===== src/rtl/line_rx_pkg.sv =====
// Constants, types and register map of the receive output stage
package line_rx_pkg;
  localparam logic [7:0] CTRL_ADDR = 8'h00;
  localparam logic [7:0] STATUS_ADDR = 8'h04;
  localparam logic [7:0] IRQ_STAT_ADDR = 8'h08;
  localparam logic [7:0] IRQ_MASK_ADDR = 8'h0c;
  localparam int IRQ_LOS_SET = 0;
  localparam int IRQ_LOS_CLR = 1;
  localparam int IRQ_VIOL = 2;
  localparam int IRQ_W = 3;
  localparam logic [2:0] IRQ_RESET = 3'h0;
  localparam int SYNC_W = 4;
  localparam int BIT_DIV_DEFAULT = 10;
  localparam int LOS_SET_CYCLES_DEFAULT = 1750;
  localparam int LOS_CLR_WINDOW_DEFAULT = 320;
  localparam int LOS_CLR_PULSES_DEFAULT = 4;
  typedef enum logic [1:0] {
    MODE_CLOCK_REC = 2'b00,
    MODE_DATA_REC = 2'b01,
    MODE_UNIPOLAR = 2'b11
  } rx_mode_t;
  typedef struct packed {
    logic alarm_insert_enable;
    rx_mode_t mode;
  } global_control_t;
  localparam global_control_t CTRL_RESET = 3'h0;
  typedef enum logic {
    ST_IN_SERVICE = 1'b0,
    ST_SIGNAL_LOST = 1'b1
  } los_state_t;
  typedef struct packed {
    logic pos;
    logic neg;
  } pulse_pair_t;
endpackage : line_rx_pkg


===== src/rtl/line_receive_output_select.sv =====
// Receive output stage: clock recovery, output formats, loss of signal, alarm insert, APB
//
// Design decisions made here: the address map and the APB interface to the registers.
module line_receive_output_select #(
  parameter int BIT_DIV = line_rx_pkg::BIT_DIV_DEFAULT,
  parameter int LOS_SET_CYCLES = line_rx_pkg::LOS_SET_CYCLES_DEFAULT,
  parameter int LOS_CLR_WINDOW = line_rx_pkg::LOS_CLR_WINDOW_DEFAULT,
  parameter int LOS_CLR_PULSES = line_rx_pkg::LOS_CLR_PULSES_DEFAULT
) (
  input wire logic pclk, // 20 MHz clock
  input wire logic presetn, // Async reset, active low
  input wire logic psel, // APB select
  input wire logic penable, // APB enable
  input wire logic pwrite, // APB direction
  input wire logic [7:0] paddr, // APB byte address
  input wire logic [31:0] pwdata, // APB write data
  output logic [31:0] prdata, // APB read data
  output logic pready, // APB ready
  output logic pslverr, // APB error on unmapped address
  input wire logic pos_pulse_in, // Slicer positive pulse
  input wire logic neg_pulse_in, // Slicer negative pulse
  input wire logic master_clk_in, // Master reference clock pin
  input wire logic edge_select_in, // Output edge and polarity select
  output logic rclk_out, // Recovered clock
  output logic rclk_oe_n, // Recovered clock drive enable, low drives
  output logic rx_positive_out, // Positive data or unipolar data
  output logic rx_positive_oe_n, // Positive output enable, low drives
  output logic rx_negative_out, // Negative data or violation
  output logic rx_negative_oe_n, // Negative output enable, low drives
  output logic violation_flag_out, // Unipolar violation flag
  output logic signal_loss_flag, // Loss of signal
  output logic irq // Level interrupt
);
  localparam int HALF = BIT_DIV / 2;
  localparam int CW = 16;

  logic [line_rx_pkg::SYNC_W-1:0] sync1_r, sync2_r, sync3_r, filt_r, prev_r;
  line_rx_pkg::pulse_pair_t line_f, pend_r, bit_r, out_src;
  logic mclk_f, edge_f, pos_evt, neg_evt, pulse_evt;
  logic [CW-1:0] div_cnt_r, quiet_cnt_r, win_cnt_r, win_pulses_r;
  logic bit_end, upd_en, rec_clk;
  logic last_pos_r, seen_r, viol_now, viol_bit_r, viol_src, ais_pol_r, ais_on;
  line_rx_pkg::los_state_t los_state_r;
  line_rx_pkg::global_control_t ctrl_r;
  logic [line_rx_pkg::IRQ_W-1:0] irq_stat_r, irq_mask_r, irq_evt;
  logic rclk_nxt, pos_nxt, neg_nxt, viol_nxt;
  logic wr_en, rd_en, addr_ok, los_rise, los_fall;

  // Three-stage synchroniser; a level counts once stages two and three agree
  always_ff @(posedge pclk or negedge presetn)
  begin
    if (!presetn)
    begin
      sync1_r <= '0;
      sync2_r <= '0;
      sync3_r <= '0;
    end
    else
    begin
      sync1_r <= {edge_select_in, master_clk_in, neg_pulse_in, pos_pulse_in};
      sync2_r <= sync1_r;
      sync3_r <= sync2_r;
    end
  end

  genvar gi;
  generate
    for (gi = 0; gi < line_rx_pkg::SYNC_W; gi++)
    begin : g_filt
      always_ff @(posedge pclk or negedge presetn)
      begin
        if (!presetn)
          filt_r[gi] <= 1'b0;
        else if (sync2_r[gi] == sync3_r[gi])
          filt_r[gi] <= sync3_r[gi];
      end
    end
  endgenerate

  always_ff @(posedge pclk or negedge presetn)
  begin
    if (!presetn)
      prev_r <= '0;
    else
      prev_r <= filt_r;
  end

  assign line_f = {filt_r[0], filt_r[1]};
  assign mclk_f = filt_r[2];
  assign edge_f = filt_r[3];
  assign pos_evt = filt_r[0] & ~prev_r[0];
  assign neg_evt = filt_r[1] & ~prev_r[1];
  assign pulse_evt = pos_evt | neg_evt;

  // Bit timing: a pulse re-aligns the divider, the clock is high in the first half
  always_ff @(posedge pclk or negedge presetn)
  begin
    if (!presetn)
      div_cnt_r <= '0;
    else if (pulse_evt || div_cnt_r == CW'(BIT_DIV - 1))
      div_cnt_r <= '0;
    else
      div_cnt_r <= div_cnt_r + 1'b1;
  end

  // A pulse in the last cycle of a bit still closes that bit and opens the next
  assign bit_end = div_cnt_r == CW'(BIT_DIV - 1);
  assign rec_clk = div_cnt_r < CW'(HALF);
  // Data changes on the edge opposite the one the far end samples
  assign upd_en = edge_f ? (div_cnt_r == CW'(HALF - 1)) : bit_end;

  // Violation: two marks in a row of the same polarity, in service only
  assign viol_now = seen_r && los_state_r == line_rx_pkg::ST_IN_SERVICE &&
    ((pend_r.pos && last_pos_r) || (pend_r.neg && !last_pos_r));

  always_ff @(posedge pclk or negedge presetn)
  begin
    if (!presetn)
    begin
      pend_r <= '0;
      bit_r <= '0;
      last_pos_r <= 1'b0;
      seen_r <= 1'b0;
      viol_bit_r <= 1'b0;
    end
    else
    begin
      if (bit_end)
      begin
        bit_r <= pend_r;
        viol_bit_r <= viol_now;
        if (pend_r.pos || pend_r.neg)
        begin
          last_pos_r <= pend_r.pos;
          seen_r <= 1'b1;
        end
        pend_r <= {pos_evt, neg_evt};
      end
      else
        pend_r <= pend_r | {pos_evt, neg_evt};
    end
  end

  assign out_src = edge_f ? bit_r : pend_r;
  assign viol_src = edge_f ? viol_bit_r : viol_now;

  // Loss of signal detector
  always_ff @(posedge pclk or negedge presetn)
  begin
    if (!presetn)
    begin
      los_state_r <= line_rx_pkg::ST_IN_SERVICE;
      quiet_cnt_r <= '0;
      win_cnt_r <= '0;
      win_pulses_r <= '0;
    end
    else
    begin
      case (los_state_r)
        line_rx_pkg::ST_IN_SERVICE:
        begin
          win_cnt_r <= '0;
          win_pulses_r <= '0;
          if (pulse_evt)
            quiet_cnt_r <= '0;
          else if (quiet_cnt_r == CW'(LOS_SET_CYCLES - 1))
            los_state_r <= line_rx_pkg::ST_SIGNAL_LOST;
          else
            quiet_cnt_r <= quiet_cnt_r + 1'b1;
        end
        line_rx_pkg::ST_SIGNAL_LOST:
        begin
          quiet_cnt_r <= '0;
          if (win_cnt_r == CW'(LOS_CLR_WINDOW - 1))
          begin
            win_cnt_r <= '0;
            win_pulses_r <= '0;
            if (win_pulses_r >= CW'(LOS_CLR_PULSES))
              los_state_r <= line_rx_pkg::ST_IN_SERVICE;
          end
          else
          begin
            win_cnt_r <= win_cnt_r + 1'b1;
            if (pulse_evt)
              win_pulses_r <= win_pulses_r + 1'b1;
          end
        end
        default:
          los_state_r <= line_rx_pkg::ST_IN_SERVICE;
      endcase
    end
  end

  assign ais_on = los_state_r == line_rx_pkg::ST_SIGNAL_LOST && ctrl_r.alarm_insert_enable;

  // Alarm pattern is all ones: alternating marks
  always_ff @(posedge pclk or negedge presetn)
  begin
    if (!presetn)
      ais_pol_r <= 1'b0;
    else if (upd_en)
      ais_pol_r <= ~ais_pol_r;
  end

  // Output selection by mode
  always_comb
  begin
    rclk_nxt = rclk_out;
    pos_nxt = rx_positive_out;
    neg_nxt = rx_negative_out;
    viol_nxt = violation_flag_out;
    case (ctrl_r.mode)
      line_rx_pkg::MODE_DATA_REC:
      begin
        rclk_nxt = line_f.pos ^ line_f.neg;
        pos_nxt = edge_f ? line_f.pos : ~line_f.pos;
        neg_nxt = edge_f ? line_f.neg : ~line_f.neg;
        viol_nxt = 1'b0;
      end
      line_rx_pkg::MODE_UNIPOLAR:
      begin
        rclk_nxt = signal_loss_flag ? mclk_f : rec_clk;
        if (upd_en)
        begin
          pos_nxt = ais_on | out_src.pos | out_src.neg;
          viol_nxt = viol_src & ~ais_on;
          neg_nxt = viol_src & ~ais_on;
        end
      end
      default:
      begin
        rclk_nxt = signal_loss_flag ? mclk_f : rec_clk;
        viol_nxt = 1'b0;
        if (upd_en)
        begin
          pos_nxt = ais_on ? ais_pol_r : out_src.pos;
          neg_nxt = ais_on ? ~ais_pol_r : out_src.neg;
        end
      end
    endcase
  end

  always_ff @(posedge pclk or negedge presetn)
  begin
    if (!presetn)
    begin
      rclk_out <= 1'b0;
      rx_positive_out <= 1'b0;
      rx_negative_out <= 1'b0;
      violation_flag_out <= 1'b0;
      rclk_oe_n <= 1'b1;
      rx_positive_oe_n <= 1'b1;
      rx_negative_oe_n <= 1'b1;
      signal_loss_flag <= 1'b0;
    end
    else
    begin
      rclk_out <= rclk_nxt;
      rx_positive_out <= pos_nxt;
      rx_negative_out <= neg_nxt;
      violation_flag_out <= viol_nxt;
      rclk_oe_n <= ~mclk_f;
      rx_positive_oe_n <= ~mclk_f;
      rx_negative_oe_n <= ~mclk_f;
      signal_loss_flag <= los_state_r == line_rx_pkg::ST_SIGNAL_LOST;
    end
  end

  // APB slave, zero wait states
  assign pready = 1'b1;
  assign wr_en = psel && penable && pwrite;
  assign rd_en = psel && !pwrite;
  assign addr_ok = paddr == line_rx_pkg::CTRL_ADDR || paddr == line_rx_pkg::STATUS_ADDR ||
    paddr == line_rx_pkg::IRQ_STAT_ADDR || paddr == line_rx_pkg::IRQ_MASK_ADDR;
  assign pslverr = psel && penable && !addr_ok;
  assign los_rise = (los_state_r == line_rx_pkg::ST_SIGNAL_LOST) && !signal_loss_flag;
  assign los_fall = (los_state_r == line_rx_pkg::ST_IN_SERVICE) && signal_loss_flag;
  assign irq_evt = {viol_src && upd_en && ctrl_r.mode != line_rx_pkg::MODE_DATA_REC,
    los_fall, los_rise};

  always_ff @(posedge pclk or negedge presetn)
  begin
    if (!presetn)
    begin
      ctrl_r <= line_rx_pkg::CTRL_RESET;
      irq_mask_r <= line_rx_pkg::IRQ_RESET;
    end
    else if (wr_en && paddr == line_rx_pkg::CTRL_ADDR)
      ctrl_r <= pwdata[2:0];
    else if (wr_en && paddr == line_rx_pkg::IRQ_MASK_ADDR)
      irq_mask_r <= pwdata[line_rx_pkg::IRQ_W-1:0];
  end

  // Sticky status: a new event wins over a write-one clear
  always_ff @(posedge pclk or negedge presetn)
  begin
    if (!presetn)
      irq_stat_r <= line_rx_pkg::IRQ_RESET;
    else if (wr_en && paddr == line_rx_pkg::IRQ_STAT_ADDR)
      irq_stat_r <= (irq_stat_r & ~pwdata[line_rx_pkg::IRQ_W-1:0]) | irq_evt;
    else
      irq_stat_r <= irq_stat_r | irq_evt;
  end

  assign irq = |(irq_stat_r & irq_mask_r);

  always_ff @(posedge pclk or negedge presetn)
  begin
    if (!presetn)
      prdata <= '0;
    else if (rd_en && !penable)
    begin
      case (paddr)
        line_rx_pkg::CTRL_ADDR: prdata <= {29'h0, ctrl_r};
        line_rx_pkg::STATUS_ADDR: prdata <= {28'h0, edge_f, mclk_f, signal_loss_flag, ais_on};
        line_rx_pkg::IRQ_STAT_ADDR: prdata <= {29'h0, irq_stat_r};
        line_rx_pkg::IRQ_MASK_ADDR: prdata <= {29'h0, irq_mask_r};
        default: prdata <= '0;
      endcase
    end
  end
endmodule : line_receive_output_select


===== config.mk =====
export PLATFORM = sky130hd
export DESIGN_NAME = line_receive_output_select
export DESIGN_NICKNAME = d
export VERILOG_FILES = /design/src/rtl/line_rx_pkg.sv /design/src/rtl/line_receive_output_select.sv
export SDC_FILE = /design/constraint.sdc
export NUM_CORES = 1
export LEC_CHECK = 0
export ABC_AREA = 1
export CAP_MARGIN = 5
export CORE_MARGIN = 2
export CORE_UTILIZATION = 60
export DETAILED_ROUTE_END_ITERATION = 6
export DONT_BUFFER_PORTS = 1
export PLACE_DENSITY = 0.79
export SETUP_SLACK_MARGIN = 0.4
export SLEW_MARGIN = 20
export SYNTH_ARGS = -nofsm -noshare
export SYNTH_HDL_FRONTEND = slang
export SYNTH_SLANG_ARGS = --single-unit
export TNS_END_PERCENT = 50

===== constraint.sdc =====
create_clock -name pclk -period 2.02 [get_ports pclk]
set_clock_uncertainty 0.15 [all_clocks]
set_input_delay 0.101 -clock pclk [delete_from_list [all_inputs] [get_ports pclk]]
set_output_delay 0.101 -clock pclk [all_outputs]
set_load 0.02 [all_outputs]

==> flow_summary_export.csv, run 1 <==
group,metric,value,unit
grt,grt_overflow_total,0,
synthesis,avgSynthCellArea,7.65,sq um
grt,grt_pass1_wl,20.9,mm
pwr,intPower,3.03,mW
floorplanning,die-width,104,microns
sta,hold_violations,110,
synthesis,ys_types,40,
floorplanning,row_count,36,
drt,wl,12.6,mm
outcome,status,"complete, but fails checks",
drt,via_per_inst,5.36,
drt,vias,5197,
synthesis,yosys.area.top_type,"dfrtp_1",
pwr,clkPwrFrac,29.6,%
synthesis,synth_top_area_share,45.3,%
placed_design,dpl.hpwl,8.65,mm
cells_and_area,post-route-util,69.2,%
sta,slew_violations,0,
critical_path,worstSetupEndpointType,"register",
floorplanning,io_pins,92,
synthesis,ys_seq_area_share,45.7,%
critical_path,slowest_stage,"dfrtp_1",
pwr,p_sw_share,29.7,%
floorplanning,dieArea,10800,sq um
synthesis,synthArstFlopShare,100,%
placed_design,gp_congestion,0.924,
outcome,violations,"hold timing",
clock_network,cts_hold_buf,15,
synthesis,syn_inst,787,
placed_design,port_buffers,0,
sta,setup_viol,0,
synthesis,synth_warnings,0,
clock_network,clkLatencyLatePin,380,ps
cells_and_area,syn2layout_area_growth,12.3,%
grt,grt_max_degree,111,
drt,first_pass_iters,5,
synthesis,synth-seq-cells,110,
drt,wl_per_cell,13.0,microns
cells_and_area,antenna_cells,0,
critical_path,slowest_delay,440,ps
drt,ant_nets,0,
synthesis,synth_ff_type,"dfrtp_1",
sta,rsz0062_at_grt,"yes",
sta,finalCritPeriodShare,79.9,%
critical_path,crit_buf_inv,0,
pwr,power.density,638,nW/um^2
synthesis,netlist_area,6020,sq um
hold_path,holdCritPathClass,"in2async",
critical_path,crit_top_cell,"nand2_1",
critical_path,worst-setup-path-type,"reg2reg",
pwr,leakagePower,3.06,nW
critical_path,path_cells,"nand3_1, nor2_1, nand2_1, nand2_1, nand2_1, nor2_1, nand3_1, nand2_1",
sta,fin_hold_ws,-755,ps
drt,drc,0,
sta,fmax,619,MHz
sta,setup_tns,0,ps
drt,initialDrtViolationCount,418,
critical_path,required,2180,ps
flow_run,max_cap_violations,0,
critical_path,arrival,1780,ps
clock_network,numCtsBuffers,9,
critical_path,crit_fanout,4,
pwr,combinationalPowerShare,12.8,%
clock_network,htreeDepth,3,
grt,grt_pass1_vias,4852,
synthesis,synthTopCellsByArea,"dfrtp_1 (45%), nand2_1 (12%), nor2_1 (7.7%), inv_1 (5.5%), nand3_1 (5.2%)",
grt,grt.total_usage,23.0,%
synthesis,synthTopCellsByCount,"nand2_1 (191), nor2_1 (123), dfrtp_1 (109), inv_1 (89), nand3_1 (62)",
placed_design,place_area,6040,sq um
cells_and_area,final_area,6760,sq um
cells_and_area,final_nets,888,
synthesis,yosysMostFrequentCell,"nand2_1",
synthesis,synth_edf_count,0,
clock_network,path_clk_slew,110,ps
clock_network,cts_sinks,110,
floorplanning,die_h,104,microns
critical_path,cp_top_family,"simple AND/OR/NAND/NOR gates",
pwr,switchingPower,1.28,mW
pwr,finalPower,4.31,mW
clock_network,cts_root_buf,"clkbuf_8",
clock_network,cts_tree,"yes",
sta,finalCriticalPeriod,1610,ps
pwr,p_seq_share,57.6,%
cells_and_area,drive_gt1_share,16.0,%
floorplanning,initial_utilization,61.6,%
grt,antenna_found_initial,0,
critical_path,crit_path_start_kind,"register",
pwr,ir_drop,0.479,mV
floorplanning,core_area,9770,sq um
clock_network,cts_buffer_depth,2,
## timing repair
action	4_1_cts	5_1_grt
endpoints found under the setup margin	47	67
cloned	0	1
hold endpoints to repair	127	110
buffers inserted	1	22
gates resized for setup	11	56
pin swaps	1	17
## cells by family after synthesis
logic type / share of synthesized area [%]
and+or+nand+nor: 32.7
buffers and inverters: 10.7
xor gates and xnor gates: 2.18
AOI/OAI and AO/OA: 6.17
DFF: 45.7
other: 0.125
adders and majority gates: 2.33
## stage by stage
stage          setup slack, ps  instances
2_1_floorplan              502        814
3_3_place_gp               297        914
3_5_place_dp               245        914
4_1_cts                    350        946
5_1_grt                    304        969
6_report                   405        969
## per-layer routing
layer / routed length (microns) / up-vias / track usage, % / share of wire [%]
li1: - / 2538 / - / -
met1: 5400 / 2465 / 28.9 / 43
met2: 6430 / 160 / 40.6 / 51
met3: 524 / 34 / 4.14 / 4.1
met4: 274 / 0 / 6.56 / 2.2
met5: 0 / - / 0 / 0
## worst paths after layout
kind                            startpoint          endpoint  slack [ps]  cells past startpoint
max                        win_pulses_r[2]   win_pulses_r[9]         410                      8
min                                presetn      div_cnt_r[6]        -760                      0
max reg2reg                win_pulses_r[2]   win_pulses_r[9]         410                      8
min reg2reg                     sync1_r[1]        sync2_r[1]         200                      0
max in group asynchronous          presetn  rx_negative_oe_n        2290                      0
min in group pclk                 paddr[0]         prdata[3]          40                      5
## power by group through the flow
stage	Sequential [mW]	Combinational, mW	Clock [mW]
after detailed placement	2.53	0.442	0
after CTS	2.48	0.469	1.32
after global routing	2.51	0.616	1.40
after global placement	2.51	0.409	0
final	2.48	0.554	1.28
after floorplan	2.48	0.429	0
## sequential cells by signal (all words and copies together) (netlist names), 2 cells and up
signal        flops
irq_mask_r        3
win_cnt_r        16
irq_stat_r        3
sync2_r           4
sync1_r           4
filt_r            2
sync3_r           4
win_pulses_r     16
div_cnt_r        16
bit_r             2
prev_r            2
ctrl_r            3
prdata            4
pend_r            2
quiet_cnt_r      16
## layout make-up
| type | count | area (sq um) |
|---|---|---|
| fillers | 784 | 3010 |
| multi-input cells | 571 | 2920 |
| flip-flops and latches | 110 | 2760 |
| inverters | 97 | 369 |
| repair buffers | 42 | 364 |
| well taps | 133 | 166 |
| clock buffers | 10 | 128 |
| clock inverters | 6 | 57.6 |
## layout by cell type, fill, tap and decap left out, types with 7 or more instances in the layout
cell / instances
nor3_2: 7
inv_1: 85
xor2_1: 13
conb_1: 29
buf_4: 25
dlygate4sd3_1: 15
nor2_2: 14
nand4_1: 18
nor2_1: 110
nand2_2: 13
nand3_1: 57
clkbuf_8: 9
dfrtp_1: 104
o21ai_1: 12
a21oi_1: 16
nor3_1: 25
o21ai_0: 20
inv_2: 10
nand2_1: 179
(Power assumes the default switching activity.)
==> inputs of run 2 (changes only) <==
- CORE_UTILIZATION: 60 -> 58
- clock period: 2.02 -> 1.3 ns (I/O delays scaled with it)
==> run 2 against run 1 <==
The flow finishes with violations (DRC, hold timing, setup timing). Highest routed layer unchanged. Largest cell class unchanged. Critical path type unchanged. Clock power increased by 70%. Sequential cell count did not move. First-iteration DRC count grew 130%.
==> flow_summary_export.csv, run 2 (synthesis results as in run 1) <==
group,metric,value,unit
drt,initialDrtViolationCount,971,
critical_path,crit_path_start_kind,"register",
sta,hold_violations,120,
drt,first_pass_iters,7,
drt,vias,6815,
clock_network,htreeDepth,3,
floorplanning,die-width,106,microns
clock_network,clkLatencyLatePin,420,ps
drt,via_per_inst,6.27,
placed_design,gp_congestion,0.890,
cells_and_area,antenna_cells,0,
floorplanning,initial_utilization,59.1,%
sta,rsz0062_at_grt,"yes",
clock_network,cts_root_buf,"clkbuf_8",
flow_run,max_cap_violations,0,
floorplanning,die_h,106,microns
cells_and_area,syn2layout_area_growth,41.0,%
grt,grt_use_met3,6.12,%
sta,maxSlewHeadroom,64.3,%
grt,grt_pass1_wl,26.3,mm
pwr,ir_drop,0.755,mV
sta,worst_slew_pin_slew,531,ps
sta,setup_viol,82,
sta,fmax,555,MHz
sta,finalCriticalPeriod,1800,ps
critical_path,startpoint,"prev_r[0]",
cells_and_area,layout_commonest_cell,"nand2_1",
critical_path,rr_startpoint,"prev_r[0]",
drt,wl,23.1,mm
critical_path,required,1450,ps
sta,setup_ws,-502,ps
critical_path,worst-setup-path-type,"reg2reg",
critical_path,r2r_slack,-500,ps
grt,antenna_found_initial,0,
critical_path,worstSetupEndpointType,"register",
clock_network,cts_hold_buf,8,
grt,use_met2,51.2,%
pwr,leakagePower,3.89,nW
outcome,status,"complete, but fails checks",
clock_network,path_clk_slew,130,ps
clock_network,cts_tree,"yes",
critical_path,path_cells,"inv_1, nand2_1, nand2_4, buf_6, nor2_4, nand2_4, buf_12, a21oi_2, nor2_1",
sta,fin_hold_ws,-826,ps
cells_and_area,most-common-layout-cells,"nand2_1 (143), buf_4 (115), dfrtp_1 (90)",
cells_and_area,post-route-util,83.3,%
placed_design,place_ws,-291,ps
placed_design,port_buffers,0,
grt,grt_overflow_total,0,
floorplanning,io_pins,92,
clock_network,numCtsBuffers,9,
critical_path,rr_worst_depth,9,
drt,ant_nets,0,
grt,grt_use_met1,34.2,%
grt,grt_max_degree,111,
grt,grt.total_usage,28.8,%
cells_and_area,drive_gt1_share,40.5,%
placed_design,dpl.hpwl,9.92,mm
clock_network,cts_sinks,110,
floorplanning,core_area,10200,sq um
drt,drc,18,
hold_path,holdCritPathClass,"in2async",
critical_path,slowest_stage,"dfrtp_1",
critical_path,crit_top_cell,"nand2_4",
critical_path,r2r_end,"win_pulses_r[3]",
grt,grt_pass1_vias,5862,
sta,finalCritPeriodShare,139,%
drt,wl_per_cell,21.2,microns
sta,slew_violations,0,
critical_path,slowest_delay,420,ps
outcome,violations,"DRC, hold timing, setup timing",
clock_network,cts_buffer_depth,2,
cells_and_area,final_nets,1003,
critical_path,arrival,1950,ps
floorplanning,row_count,37,
floorplanning,dieArea,11200,sq um
critical_path,crit_fanout,7,
pwr,power.density,890,nW/um^2
grt,top_usage_layer,"met2",
==> run 2: cell types whose count changed in the layout (fill, tap and decap cells not counted), moves of 15 or more <==
cell / delta
nor2_4: +18
inv_1: -15
nor2_1: -21
buf_6: +31
nand3_1: -15
buf_4: +90
nand2_2: +25
nand2_1: -36
==> run 2: repair_timing <==
action | 4_1_cts | 5_1_grt
resized for setup | 83 | 186
setup buffers | 16 | 28
setup endpoints to repair | 103 | 107
pin swaps | 51 | 78
hold endpoints to repair | 127 | 122
cloned | 1 | 0
==> run 2: how the worst max path moves through the flow <==
| stage | to | cells after the start |
|---|---|---|
| after detailed placement | win_pulses_r[7] | 8 |
| after CTS | ais_pol_r | 8 |
| after global placement | win_pulses_r[11] | 8 |
| after floorplan | div_cnt_r[6] | 8 |
| after global routing | rx_negative_out | 7 |
| final | win_pulses_r[3] | 9 |
==> run 2: power by group <==
part | switching, mW | internal, mW
sequential | 0.299 | 3.63
combinational | 0.852 | 0.598
clock | 1.41 | 0.755
==> run 2: final cells by class <==
class / instances / area [sq um]
timing repair buffer: 157 / 1350
inverter: 97 / 392
sequential: 110 / 2780
clock inverter: 6 / 62.6
fill: 476 / 1700
multi-input combinational: 571 / 3610
clock buffer: 10 / 128
tap: 136 / 170
==> run 2: per-stage QoR <==
stage / TNS, ps / instances / power [mW] / area [sq um]
after global routing: -31390 / 1087 / 7.74 / 8490
after floorplan: -3780 / 814 / 4.53 / 6230
after detailed placement: -14650 / 1018 / 4.73 / 6920
after global placement: -10260 / 1018 / 4.67 / 6920
final: -28500 / 1087 / 7.55 / 8490
after CTS: -13720 / 1059 / 6.98 / 7620
==> run 2: critical path, delay by kind of cell (launching register included) <==
kind,cells,cell delay (ps)
AND/OR/NAND/NOR,5,550
flip-flops,1,420
buffers and inverters,3,390
AO/OA/AOI/OAI,1,140
==> run 2: layer usage <==
layer / up-vias / routed length [microns]
li1: 2757 / -
met1: 3224 / 7760
met2: 621 / 11200
met3: 213 / 2230
met4: 0 / 1900
met5: - / 0
